`config.mk`:
```
export PLATFORM = sky130hd
export DESIGN_NAME = tpo_trace_port
export DESIGN_NICKNAME = d
export VERILOG_FILES = /design/src/tpo_pkg.sv /design/src/tpo_trace_port.sv
export SDC_FILE = /design/constraint.sdc
export NUM_CORES = 1
export LEC_CHECK = 0
export BUFFER_PORTS_ARGS = -buffer_cell sky130_fd_sc_hd__buf_2
export CAP_MARGIN = 25
export CORE_ASPECT_RATIO = 1.25
export CORE_MARGIN = 5
export CORE_UTILIZATION = 30
export DETAILED_ROUTE_END_ITERATION = 12
export GPL_TIMING_DRIVEN = 0
export HOLD_SLACK_MARGIN = 0.03
export PLACE_DENSITY = 0.57
export SETUP_SLACK_MARGIN = 0.1
export SLEW_MARGIN = 15
export SYNTH_ARGS = -nofsm -noshare
export SYNTH_HDL_FRONTEND = slang
export SYNTH_SLANG_ARGS = --single-unit
```
`constraint.sdc`:
```
create_clock -name ref_clk -period 3.65 [get_ports ref_clk]
set_input_delay 0.5475 -clock ref_clk [delete_from_list [all_inputs] [get_ports ref_clk]]
set_output_delay 0.5475 -clock ref_clk [all_outputs]
set_load 0.05 [all_outputs]
```
`src/tpo_pkg.sv`:
```
// constants and types for the trace port output configuration block
package tpo_pkg;
    // register byte offsets
    localparam logic [11:0] ADDR_SUPP_WIDTH = 12'h000;
    localparam logic [11:0] ADDR_CUR_WIDTH = 12'h004;
    localparam logic [11:0] ADDR_PRESCALE = 12'h010;
    localparam logic [11:0] ADDR_PROTOCOL = 12'h0f0;
    localparam logic [11:0] ADDR_TYPE = 12'hfc8;
    // type register field positions
    localparam int TYPE_FIFOSZ_LSB = 6;
    localparam int TYPE_PT_ABSENT_BIT = 9;
    localparam int TYPE_MANC_BIT = 10;
    localparam int TYPE_NRZ_BIT = 11;
    // protocol field encodings
    localparam logic [1:0] PROTO_PARALLEL = 2'h0;
    localparam logic [1:0] PROTO_MANCHESTER = 2'h1;
    localparam logic [1:0] PROTO_NRZ = 2'h2;
    localparam logic [1:0] PROTO_RESERVED = 2'h3;
    // values after reset
    localparam logic [1:0] PROTO_RESET = 2'h0;
    localparam logic [15:0] PRESCALE_RESET = 16'h0000;
    // field widths and counts
    localparam int PRESCALE_FIELD_W = 16;
    localparam logic [2:0] LAST_DATA_BIT = 3'h7;
    // serial transmitter states
    typedef enum logic [3:0] {
        TX_IDLE = 4'h1,
        TX_START = 4'h2,
        TX_DATA = 4'h4,
        TX_STOP = 4'h8
    } tpo_tx_e;
endpackage

```
`src/tpo_trace_port.sv`:
```
// trace port output stage: configuration registers, baud prescaler and output encoders
`timescale 1ns/1ns

//////////////////////////////////////////////////////////////////////////////
// How it works
// - supported widths read-only, bit N set means parallel width N+1 exists.
// - with the parallel port absent both width registers read zero and ignore writes.
// - current width resets to the one-hot code of the smallest supported width.
// - parallel output drives width N+1 when current width bit N is set.
// - a prescaler write reloads the baud counter at once.
// - with neither serial encoding present the prescaler reads zero and ignores writes.
// - the baud counter is loaded with the prescale value and counts down.
// - prescale bits above the implemented range read zero and ignore writes.
// - prescale sits in bits 15:0, so the NRZ bit rate is reference clock over value plus one, Manchester half that.
// - protocol field bits 1:0, 00 parallel, 01 Manchester, 11 reserved.
// - NRZ output is a UART frame whose start bit may be short, Manchester is the slower serial option.
module tpo_trace_port #(
    parameter logic [31:0] SUPPORTED_WIDTHS = 32'h0000008b,
    parameter bit PARALLEL_PRESENT = 1'b1,
    parameter bit MANCHESTER_PRESENT = 1'b1,
    parameter bit NRZ_PRESENT = 1'b1,
    parameter int PRESCALE_BITS = 16,
    parameter logic [2:0] FIFO_SIZE_LOG2 = 3'h3
) (
    // clock and reset
    input wire logic ref_clk,
    input wire logic resetn,
    // wishbone slave
    input wire logic wb_cyc_i,
    input wire logic wb_stb_i,
    input wire logic wb_we_i,
    input wire logic [11:0] wb_adr_i,
    input wire logic [3:0] wb_sel_i,
    input wire logic [31:0] wb_dat_i,
    output logic [31:0] wb_dat_o,
    output logic wb_ack_o,
    // trace data stream in
    input wire logic [31:0] in_data,
    input wire logic in_valid,
    output logic in_ready,
    // trace pins
    output logic [31:0] trace_par_data,
    output logic trace_par_strobe,
    output logic trace_serial_out
);
    // reset value of the current width: lowest supported bit only
    function automatic logic [31:0] lowest_bit(input logic [31:0] v);
        lowest_bit = v & (~v + 32'h00000001);
    endfunction

    // pin mask of width N+1 from a one-hot code with bit N set
    function automatic logic [31:0] width_mask(input logic [31:0] onehot);
        width_mask = (onehot == 32'h00000000) ? 32'h00000000 : (onehot | (onehot - 32'h00000001));
    endfunction

    // byte-lane merge of a write into the old value
    function automatic logic [31:0] merge(input logic [31:0] old, input logic [31:0] wr, input logic [3:0] sel);
        merge = old;
        for (int i = 0; i < 4; i++)
        begin
            if (sel[i])
                merge[8*i +: 8] = wr[8*i +: 8];
        end
    endfunction

    // line level of a bit: Manchester gives the bit then its inverse
    function automatic logic encode(input logic b, input logic half, input logic manc);
        encode = manc ? (b ^ half) : b;
    endfunction
    localparam logic SERIAL_PRESENT = MANCHESTER_PRESENT | NRZ_PRESENT;
    localparam logic [31:0] PRESC_MASK_W = (32'h1 << PRESCALE_BITS) - 32'h1;
    localparam logic [15:0] PRESC_MASK = PRESC_MASK_W[15:0];
    localparam logic [31:0] CUR_WIDTH_RESET = PARALLEL_PRESENT ? lowest_bit(SUPPORTED_WIDTHS) : 32'h0;
    localparam logic [31:0] TYPE_WORD = (32'(NRZ_PRESENT) << tpo_pkg::TYPE_NRZ_BIT)
        | (32'(MANCHESTER_PRESENT) << tpo_pkg::TYPE_MANC_BIT)
        | (32'(!PARALLEL_PRESENT) << tpo_pkg::TYPE_PT_ABSENT_BIT)
        | (32'(FIFO_SIZE_LOG2) << tpo_pkg::TYPE_FIFOSZ_LSB);

    //////////////////////////////////////////////////////////////////////////
    // register state
    logic [31:0] cur_width;
    logic [15:0] prescale;
    logic [1:0] protocol;
    logic [31:0] next_cur_width;
    logic [15:0] next_prescale;
    logic [1:0] next_protocol;
    logic [31:0] next_dat;
    logic next_ack;
    logic presc_write;
    logic [31:0] wr_word;

    // bus decode: one request answered one cycle later, unmapped reads give zero
    always_comb
    begin
        next_cur_width = cur_width;
        next_prescale = prescale;
        next_protocol = protocol;
        next_dat = wb_dat_o;
        next_ack = 1'b0;
        presc_write = 1'b0;
        wr_word = 32'h00000000;
        if (wb_cyc_i && wb_stb_i && !wb_ack_o)
        begin
            next_ack = 1'b1;
            next_dat = 32'h00000000;
            if (wb_adr_i == tpo_pkg::ADDR_SUPP_WIDTH)
            begin
                if (!wb_we_i && PARALLEL_PRESENT)
                    next_dat = SUPPORTED_WIDTHS;
            end
            else if (wb_adr_i == tpo_pkg::ADDR_CUR_WIDTH)
            begin
                wr_word = merge(cur_width, wb_dat_i, wb_sel_i);
                if (wb_we_i && PARALLEL_PRESENT)
                    next_cur_width = wr_word;
                else if (!wb_we_i)
                    next_dat = cur_width;
            end
            else if (wb_adr_i == tpo_pkg::ADDR_PRESCALE)
            begin
                wr_word = merge({16'h0000, prescale}, wb_dat_i, wb_sel_i);
                // value in bits 15:0, upper reserved
                if (wb_we_i && SERIAL_PRESENT)
                begin
                    next_prescale = wr_word[15:0] & PRESC_MASK;
                    presc_write = 1'b1;
                end
                else if (!wb_we_i)
                    next_dat = {16'h0000, prescale};
            end
            else if (wb_adr_i == tpo_pkg::ADDR_PROTOCOL)
            begin
                wr_word = merge({30'h0, protocol}, wb_dat_i, wb_sel_i);
                if (wb_we_i)
                    next_protocol = wr_word[1:0];
                else
                    next_dat = {30'h0, protocol};
            end
            else if (wb_adr_i == tpo_pkg::ADDR_TYPE)
            begin
                if (!wb_we_i)
                    next_dat = TYPE_WORD;
            end
        end
    end

    // register and bus flops
    always_ff @(posedge ref_clk or negedge resetn)
    begin
        if (!resetn)
        begin
            cur_width <= CUR_WIDTH_RESET;
            prescale <= tpo_pkg::PRESCALE_RESET;
            protocol <= tpo_pkg::PROTO_RESET;
            wb_dat_o <= 32'h00000000;
            wb_ack_o <= 1'b0;
        end
        else
        begin
            cur_width <= next_cur_width;
            prescale <= next_prescale;
            protocol <= next_protocol;
            wb_dat_o <= next_dat;
            wb_ack_o <= next_ack;
        end
    end

    //////////////////////////////////////////////////////////////////////////
    // baud prescaler
    logic [15:0] baud_cnt;
    logic baud_tick;
    logic [15:0] next_baud_cnt;
    logic next_baud_tick;

    // load and count down; tick every prescale plus one cycles
    always_comb
    begin
        next_baud_cnt = baud_cnt;
        next_baud_tick = 1'b0;
        // reload at once on write, no stale period
        if (presc_write)
            next_baud_cnt = next_prescale;
        else if (baud_cnt == 16'h0000)
        begin
            next_baud_cnt = prescale;
            next_baud_tick = 1'b1;
        end
        else
            next_baud_cnt = baud_cnt - 16'h0001;
    end

    // prescaler flops
    always_ff @(posedge ref_clk or negedge resetn)
    begin
        if (!resetn)
        begin
            baud_cnt <= tpo_pkg::PRESCALE_RESET;
            baud_tick <= 1'b0;
        end
        else
        begin
            baud_cnt <= next_baud_cnt;
            baud_tick <= next_baud_tick;
        end
    end

    //////////////////////////////////////////////////////////////////////////
    // output encoders
    tpo_pkg::tpo_tx_e tx_state;
    tpo_pkg::tpo_tx_e next_tx_state;
    logic [7:0] tx_shift;
    logic [7:0] next_tx_shift;
    logic [2:0] tx_bit_cnt;
    logic [2:0] next_tx_bit_cnt;
    logic tx_half;
    logic next_tx_half;
    logic next_serial;
    logic next_in_ready;
    logic [31:0] next_par_data;
    logic next_par_strobe;
    logic manc;
    logic nrz;
    logic cur_bit;

    // one byte per serial frame; parallel takes one word per cycle
    always_comb
    begin
        next_tx_state = tx_state;
        next_tx_shift = tx_shift;
        next_tx_bit_cnt = tx_bit_cnt;
        next_tx_half = tx_half;
        next_serial = trace_serial_out;
        next_par_data = trace_par_data;
        next_par_strobe = 1'b0;
        manc = (protocol == tpo_pkg::PROTO_MANCHESTER);
        nrz = (protocol == tpo_pkg::PROTO_NRZ);
        cur_bit = (tx_state == tpo_pkg::TX_DATA) ? tx_shift[0] : manc;
        case (tx_state)
            tpo_pkg::TX_IDLE:
            begin
                next_serial = nrz;
                if (in_valid && in_ready && protocol == tpo_pkg::PROTO_PARALLEL)
                begin
                    // drive only the low N+1 pins
                    next_par_data = in_data & width_mask(cur_width);
                    next_par_strobe = 1'b1;
                end
                else if (in_valid && in_ready && (manc || nrz))
                begin
                    next_tx_shift = in_data[7:0];
                    next_tx_bit_cnt = 3'h0;
                    next_tx_half = 1'b0;
                    next_tx_state = tpo_pkg::TX_START;
                    next_serial = encode(manc, 1'b0, manc);
                end
            end
            default:
            begin
                // Manchester splits each bit into two ticks, NRZ one
                if (baud_tick && manc && !tx_half)
                begin
                    next_tx_half = 1'b1;
                    next_serial = (tx_state == tpo_pkg::TX_STOP) ? 1'b0 : encode(cur_bit, 1'b1, 1'b1);
                end
                else if (baud_tick)
                begin
                    next_tx_half = 1'b0;
                    if (tx_state == tpo_pkg::TX_START)
                    begin
                        next_tx_state = tpo_pkg::TX_DATA;
                        next_serial = encode(tx_shift[0], 1'b0, manc);
                    end
                    else if (tx_state == tpo_pkg::TX_DATA && tx_bit_cnt != tpo_pkg::LAST_DATA_BIT)
                    begin
                        next_tx_shift = {1'b0, tx_shift[7:1]};
                        next_tx_bit_cnt = tx_bit_cnt + 3'h1;
                        next_serial = encode(tx_shift[1], 1'b0, manc);
                    end
                    else if (tx_state == tpo_pkg::TX_DATA)
                    begin
                        // UART stop level high, Manchester line rests low
                        next_tx_state = tpo_pkg::TX_STOP;
                        next_serial = nrz;
                    end
                    else
                    begin
                        next_tx_state = tpo_pkg::TX_IDLE;
                        next_serial = nrz;
                    end
                end
            end
        endcase
        // reserved protocol stalls the stream rather than dropping data
        if (next_protocol == tpo_pkg::PROTO_PARALLEL)
            next_in_ready = 1'b1;
        else
            next_in_ready = (next_protocol != tpo_pkg::PROTO_RESERVED) && (next_tx_state == tpo_pkg::TX_IDLE);
    end

    // encoder flops
    always_ff @(posedge ref_clk or negedge resetn)
    begin
        if (!resetn)
        begin
            tx_state <= tpo_pkg::TX_IDLE;
            tx_shift <= 8'h00;
            tx_bit_cnt <= 3'h0;
            tx_half <= 1'b0;
            trace_serial_out <= 1'b0;
            in_ready <= 1'b0;
            trace_par_data <= 32'h00000000;
            trace_par_strobe <= 1'b0;
        end
        else
        begin
            tx_state <= next_tx_state;
            tx_shift <= next_tx_shift;
            tx_bit_cnt <= next_tx_bit_cnt;
            tx_half <= next_tx_half;
            trace_serial_out <= next_serial;
            in_ready <= next_in_ready;
            trace_par_data <= next_par_data;
            trace_par_strobe <= next_par_strobe;
        end
    end
endmodule

```
==> results of run 1 <==
-- final timing paths --
check                                        start                 end  slack, ps  depth (start not counted)
worst max-delay path                  cur_width[1]  trace_par_data[25]        530                          8
worst min-delay path                        resetn   trace_par_data[7]        120                          1
worst max register to register        cur_width[1]  trace_par_data[25]        530                          8
worst min register to register  trace_par_data[31]  trace_par_data[31]        470                          2
max in group asynchronous                   resetn        cur_width[0]       2740                          2
min in group ref_clk                  wb_dat_i[24]       cur_width[24]        350                          2
-- power groups by stage --
stage	logic, mW	registers, mW	clock network, mW
detailed placement	0.225	1.76	0
CTS	0.226	1.73	1.79
floorplan	0.100	1.76	0
global route	0.249	1.74	1.85
finish	0.221	1.73	1.74
global placement	0.218	1.76	0
-- cells in the final DEF, fill, tap and decap left out, drive strengths merged, types with 7 or more instances in the layout --
cell type and instances:
a32o 8, nor3 19, dfrtp 149, a21o 9, mux2 38, nand2 116, xnor2 7, o21ai 62
a22oi 11, inv 34, nand3 14, nor2 37, buf 160, a22o 18, o221a 10, clkbuf 39
a21oi 13, a31oi 9, nor4 10, ha 7
-- kinds of logic after synthesis --
logic type,count (synthesis),share of synthesized area [%]
AND/OR/NAND/NOR,236,16.34
AO/OA/AOI/OAI,163,16.27
flip-flops,151,54.70
buffers and inverters,53,2.968
multiplexers,42,6.769
XOR/XNOR,11,1.394
adder cells (fa/ha/maj),9,1.557
-- critical path, stage by stage (launching register included) --
cell and delay [ps]:
dfrtp_1 450, nor4_1 820, and2_1 290, and4_1 210, clkbuf_1 300, nand3_1 110
nand2_1 100, clkbuf_1 480, o21ai_0 200
-- cell type report --
type | count | area (sq um) | area share (%)
tap | 288 | 360.3 | 4.152
inverter | 28 | 105.1 | 1.211
timing repair buffer | 155 | 808.3 | 9.312
sequential | 151 | 3781 | 43.56
antenna | 2 | 5.005 | 0.05766
multi-input combinational | 461 | 2939 | 33.86
buffer | 25 | 100.1 | 1.153
clock inverter | 13 | 137.6 | 1.586
clock buffer | 19 | 442.9 | 5.103
-- per-layer routing --
metal | routed length (microns) | global-route usage [%] | vias to the layer above
met4 | 468 | 6.119 | 2
met2 | 10900 | 28.46 | 116
met1 | 8569 | 19.02 | 2752
met3 | 856 | 3.275 | 26
li1 | - | - | 2750
met5 | 13 | 0 | -
-- synthesized netlist by cell type, types with 7 or more instances --
cell        n  share of area (%)
nand3_1    14                1.0
a31oi_1     9               0.81
a21o_1      9               0.98
a22oi_1    11                1.2
a22o_1     18                2.3
a32o_1      8                1.2
o21ai_0    62                4.5
nor2_1     37                2.0
nor4_1     10               0.90
o221a_2    10                1.6
clkbuf_1   20                1.1
ha_1        7                1.3
nor3_1     16                1.2
dfrtp_1   149                 54
xnor2_1     7               0.89
a21oi_1    13               0.94
nand2_1   112                6.1
mux2_2     37                6.0
inv_1      28                1.5
-- state kept, by name (all words and copies together), names as in the netlist --
name	cells
trace_par_strobe	1
tx_half	1
baud_tick	1
baud_cnt	16
tx_shift	8
trace_serial_out	1
wb_dat_o	32
in_ready	1
cur_width	32
protocol	2
wb_ack_o	1
tx_bit_cnt	3
prescale	16
tx_state	4
trace_par_data	32
-- through the flow --
stage          setup WS [ps]  TNS (ps)
2_1_floorplan           1037         0
3_3_place_gp          -352.1    -50480
3_5_place_dp           87.44         0
4_1_cts                529.2         0
5_1_grt                319.5         0
6_report               531.5         0
==> run metrics, run 1 <==
status=completed; fin area=8680 sq um; YS warnings=0; die area=approximately 26,000 sq um; Synth async-reset ratio=100.0%; post-CTS setup buffers=0; DP Cell Count=between 1k and 1.5k; worst hold-check path type=in -> async; Fillers=around 2.3k; PostCTS Resize Cnt=0; CTS tree=yes; 1st-pass router iterations=4; Core ar.=22,880 sq um; crit end category=register; maximum vdd ir drop=between 0.2 and 0.3 mV; initial antenna violation count=3; Psw=915.9 uW; total power=~3.7 mW; Switching Share=between 20% and 30%; Worst-Margin Slew=978.0 ps; final setup vio count=0; relative slew slack=34.20%; Iteration-0 DRC Markers=between 300 and 400; maximum root-to-sink buffer count=2; CTS Buf Count=17; number of flops mapped to enable cells by yosys=0; clock sink total=151; Mapped Nets=around 760; critical path class=reg -> reg; die height=~180 microns; post-layout util=a little under two fifths; number of synthesized register bits=151; Synth Flop Type=dfrtp_1; Post-Syn Instances=665; startpoint types=register; sequential area share after synthesis=between 50% and 60%; P_leak=~4.3 nW; unrepaired setup endpoints after global routing=no; Residual DRC=0; largest net degree at the start of global routing=89; fmax=~0.32 GHz; CTS Hold Bufs=0; Vias=~5.6k; clk_lat worst skew=about 430 ps; Flop pwr share=46.9%; dpl cell area=a little over 8000 sq um; die extent in x=145.8 microns; Slew Viols, Final=0; max-cap viol count=0; routed length per instance=approximately 18 microns; synthesis-to-layout area growth=25.56%; share of layout cells above drive strength 1=around 30%; vias in the first global route=between 5k and 6k; gr ovfl total=0; PD cells=425.9 nW/um^2; H-tree levels=4; minimum clock period=3118 ps; Yosys cell types=58; combinational power share=about 6.0%; global-route wire length before repair=approximately 33,000 microns; WP data required=between 3000 and 4000 ps; Final HPWL DP=about 16,000 microns; Internal=around 2.8 mW; Root Buffer=clkbuf_16; WHS=between 100 and 150 ps; net total in the final layout=between 900 and 1k; Clock Skews=just under 10 ps; Hold Violations, Final=0; global placement routability congestion=slightly above 0.8; Final Non-Filler Cells=roughly 1.1k; vias per cell=just under 5; Starting Density=30.21%; synthesized area=6913 sq um; clock power share=between 40% and 50%; drt total wl=around 21,000 microns; Mapped Avg Cell Area=approximately 10 sq um; row count=between 60 and 70; Post-DRT Antenna Nets=0; clock transition at the registers of the reported paths=about 70 ps; crit share post-route=a little under nine tenths; I/O pins=roughly 150; Port Buffers=roughly 150; CP max FO=10; Worst EP arrival=between 3000 and 4000 ps; overall routing resource usage=between 15 and 20%
(Power assumes the default switching activity.)
==> run 2: changes to the inputs <==
--- a/config.mk
+++ b/config.mk
@@ -5,6 +5,7 @@
 export SDC_FILE = /design/constraint.sdc
 export NUM_CORES = 1
 export LEC_CHECK = 0
+export ABC_AREA = 1
 export BUFFER_PORTS_ARGS = -buffer_cell sky130_fd_sc_hd__buf_2
 export CAP_MARGIN = 25
 export CORE_ASPECT_RATIO = 1.25
@@ -13,7 +14,7 @@
 export DETAILED_ROUTE_END_ITERATION = 12
 export GPL_TIMING_DRIVEN = 0
 export HOLD_SLACK_MARGIN = 0.03
-export PLACE_DENSITY = 0.57
+export PLACE_DENSITY = 0.56
 export SETUP_SLACK_MARGIN = 0.1
 export SLEW_MARGIN = 15
 export SYNTH_ARGS = -nofsm -noshare
==> run 2 against run 1 <==
Hold slack worse by 73 ps. Global-route usage grew 0.27 points. Fmax rose by 47%.
==> run metrics, run 2 <==
number of flops mapped to enable cells by yosys=0 (unchanged); area of the multi-input gates=3846 sq um (was 2939 sq um); Psw=1.147 mW (was 915.9 uW); FF/Latch Area=3781 sq um (unchanged); gr ovfl total=0 (unchanged); drt total wl=25,760 microns (was 20,800 microns); P_leak=5.597 nW (was 4.348 nW); post-route setup slack=1521 ps (was 531.5 ps); Worst setup endpoint=trace_par_data[24] (was trace_par_data[25]); overall routing resource usage=16.30% (was 16.03%); crit end category=register (unchanged); minimum clock period=2129 ps (was 3118 ps); combinational power share=12.1% (was 6.0%); CTS Hold Bufs=0 (unchanged); CTS Buf Count=17 (unchanged); synthesized area=8369 sq um (was 6913 sq um); commonest non-fill, non-tap cell in the layout=nand2_1 (was buf_2); total power=4.095 mW (was 3.696 mW); Synth area leader=dfrtp_1 (unchanged); Switching Share=28.01% (was 24.78%); share of layout cells above drive strength 1=20.57% (was 29.93%); Internal=2.948 mW (was 2.781 mW); post-CTS setup buffers=0 (unchanged); Synth async-reset ratio=100.0% (unchanged); Final HPWL DP=20,530 microns (was 16,090 microns); commonest cells after routing, fill and taps aside=399 x nand2_1, 161 x buf_2, 149 x dfrtp_1 (was 158 x buf_2, 149 x dfrtp_1, 112 x nand2_1); Fillers=2,932 (was 2,315); Core ar.=27,570 sq um (was 22,880 sq um); CTS tree=yes (unchanged); Starting Density=30.36% (was 30.21%); Hold Violations, Final=0 (unchanged); Post-Syn Instances=1,118 (was 665); worst r2r src=protocol[0] (was cur_width[1]); Mapped Avg Cell Area=7.486 sq um (was 10.40 sq um); Slew Viols, Final=0 (unchanged); Yosys cell types=45 (was 58); Flop pwr share=44.4% (was 46.9%); Mapped Nets=1,211 (was 758); unrepaired setup endpoints after global routing=no (unchanged); Iteration-0 DRC Markers=428 (was 335); net total in the final layout=1,383 (was 932); vias per cell=4.621 (was 4.944); synthesis-to-layout area growth=21.80% (was 25.56%); routed length per instance=15.58 microns (was 18.22 microns); WP data required=4020 ps (was 3930 ps); number of synthesized register bits=151 (unchanged); Max stage delay cell, worst path=dfrtp_1 (was nor4_1); pre-CTS setup slack=1478 ps (was 87.44 ps); clock power share=43.5% (was 47.2%); largest net degree at the start of global routing=83 (was 89); die extent in x=159.4 microns (was 145.8 microns); Worst EP arrival=2500 ps (was 3400 ps); Root Buffer=clkbuf_16 (unchanged); die height=196.7 microns (was 179.7 microns); Residual DRC=0 (unchanged); top post-synthesis cells by count=399 x nand2_1, 149 x dfrtp_1, 124 x inv_1 (was 149 x dfrtp_1, 112 x nand2_1, 62 x o21ai_0); initial antenna violation count=3 (unchanged); R2R depth=9 (was 8); Port Buffers=152 (unchanged); crit share post-route=58.32% (was 85.44%); Post-DRT Antenna Nets=0 (unchanged); I/O pins=154 (unchanged); final setup vio count=0 (unchanged); Clock Skews=11.81 ps (was 9.777 ps); row count=68 (was 62); startpoint types=register (unchanged); CP max FO=10 (unchanged); fmax=0.4698 GHz (was 0.3207 GHz); worst hold-check path type=in -> async (unchanged); FF-to-FF End=trace_par_data[24] (was trace_par_data[25]); maximum vdd ir drop=0.2477 mV (was 0.2712 mV); Worst Setup SP=protocol[0] (was cur_width[1]); relative slew slack=51.85% (was 34.20%); clk_lat worst skew=440 ps (was 430 ps); sequential area share after synthesis=45.18% (was 54.70%); Reg2Reg Setup Slack=1520 ps (was 530 ps); synth top area cells=dfrtp_1 45%, nand2_1 18%, nand3_1 5.7%, inv_1 5.6%, o21ai_0 3.4% (was dfrtp_1 54%, nand2_1 6.1%, mux2_2 6.0%, o21ai_0 4.5%, a22o_1 2.3%); Vias=7,639 (was 5,646); maximum root-to-sink buffer count=2 (unchanged); crit path cell chain=inv_1 -> ha_1 -> inv_1 -> nor2_1 -> nand2_1 -> nor2_1 -> buf_2 -> nand3_1 -> nand2_1 (was nor4_1 -> and2_1 -> and4_1 -> clkbuf_1 -> nand3_1 -> nand2_1 -> clkbuf_1 -> o21ai_0); vias in the first global route=7,649 (was 5,949); global placement routability congestion=0.8564 (was 0.8304); 1st-pass router iterations=4 (unchanged); clock sink total=151 (unchanged); critical path class=reg -> reg (unchanged); Yosys top cell area share=44.55% (was 53.94%); most frequent cell after synthesis=nand2_1 (was dfrtp_1); status=completed (unchanged); Synth Flop Type=dfrtp_1 (unchanged); PostCTS Resize Cnt=0 (unchanged); max-cap viol count=0 (unchanged); # diodes=0 (was 2); largest registers=cur_width x32, trace_par_data x32, wb_dat_o x32 (unchanged); H-tree levels=4 (unchanged); clock transition at the registers of the reported paths=70 ps (about the same); YS warnings=0 (unchanged); PD cells=401.7 nW/um^2 (was 425.9 nW/um^2); Worst-Margin Slew=722.2 ps (was 978.0 ps); global-route wire length before repair=40,780 microns (was 33,020 microns); die area=31,360 sq um (was 26,200 sq um); Critical Path Max Stage Delay=430 ps (was 820 ps)
run 2: cell types whose count changed after synthesis, moves of 11 or more:
cell and delta:
nand2_1 +287, a22oi_1 -11, o21ai_1 +43, o211ai_1 +11
nand3_1 +82, clkbuf_1 -11, a22o_1 -18, nor2_1 +34
mux2_2 -37, inv_1 +96
run 2: cells by family (layout without fill, tap and decap cells):
| group | Yosys count | after routing | share of synthesized area, % |
|---|---|---|---|
| AO/OA/AOI/OAI | 137 | 137 | 9.194 |
| XOR/XNOR | 8 | 8 | 0.8372 |
| adder cells (fa/ha/maj) | 7 | 7 | 1.046 |
| buffers and inverters | 172 | 357 | 8.865 |
| flip-flops | 151 | 151 | 45.18 |
| AND/OR/NAND/NOR | 643 | 643 | 34.88 |
run 2: layer usage:
layer	part of all wire (%)	track usage [%]
met1	42	19.06
met4	2.2	5.373
met2	52	29.77
met3	3.9	3.388
met5	0.15	0
run 2: through the flow:
step	hold WS (ps)	cells	util (%)	area, sq um	setup TNS [ps]
floorplan	251.9	1118	-	8369	0
global placement	457.6	1620	34.71	9568	-60620
detailed placement	459.3	1621	34.84	9605	0
CTS	85.77	1653	36.98	10190	0
global route	111.4	1653	36.98	10190	0
finish	47.91	1653	36.98	10190	0
run 2: area by class of cell:
type	instances	share of cell area (%)
Clock inverter	13	1.424
Clock buffer	19	4.345
Buffer	34	2.123
Multi-Input combinational cell	795	37.73
Sequential cell	151	37.09
Tap cell	350	4.296
Timing Repair Buffer	153	7.831
Inverter	138	5.155
run 2: worst min-delay path by stage:
stage,cells after the start,endpoint,start
global route,1,baud_cnt[0],resetn
finish,1,wb_dat_o[3],resetn
floorplan,0,baud_cnt[0],resetn
CTS,1,baud_cnt[2],resetn
detailed placement,2,trace_par_data[27],trace_par_data[27]
global placement,2,trace_par_data[25],trace_par_data[25]
run 2: critical path, delay by kind of cell, from the launching register on:
family	cells	cell delay [ps]
buffers and inverters	3	510
flip-flops	1	430
adder cells (fa/ha/maj)	1	220
AND/OR/NAND/NOR	5	900
run 2: power groups by stage:
stage | clock [mW] | sequential, mW | combinational (mW)
floorplan | 0 | 1.86 | 0.280
global placement | 0 | 1.85 | 0.488
detailed placement | 0 | 1.85 | 0.498
CTS | 1.82 | 1.82 | 0.501
global route | 1.88 | 1.83 | 0.564
finish | 1.78 | 1.82 | 0.494
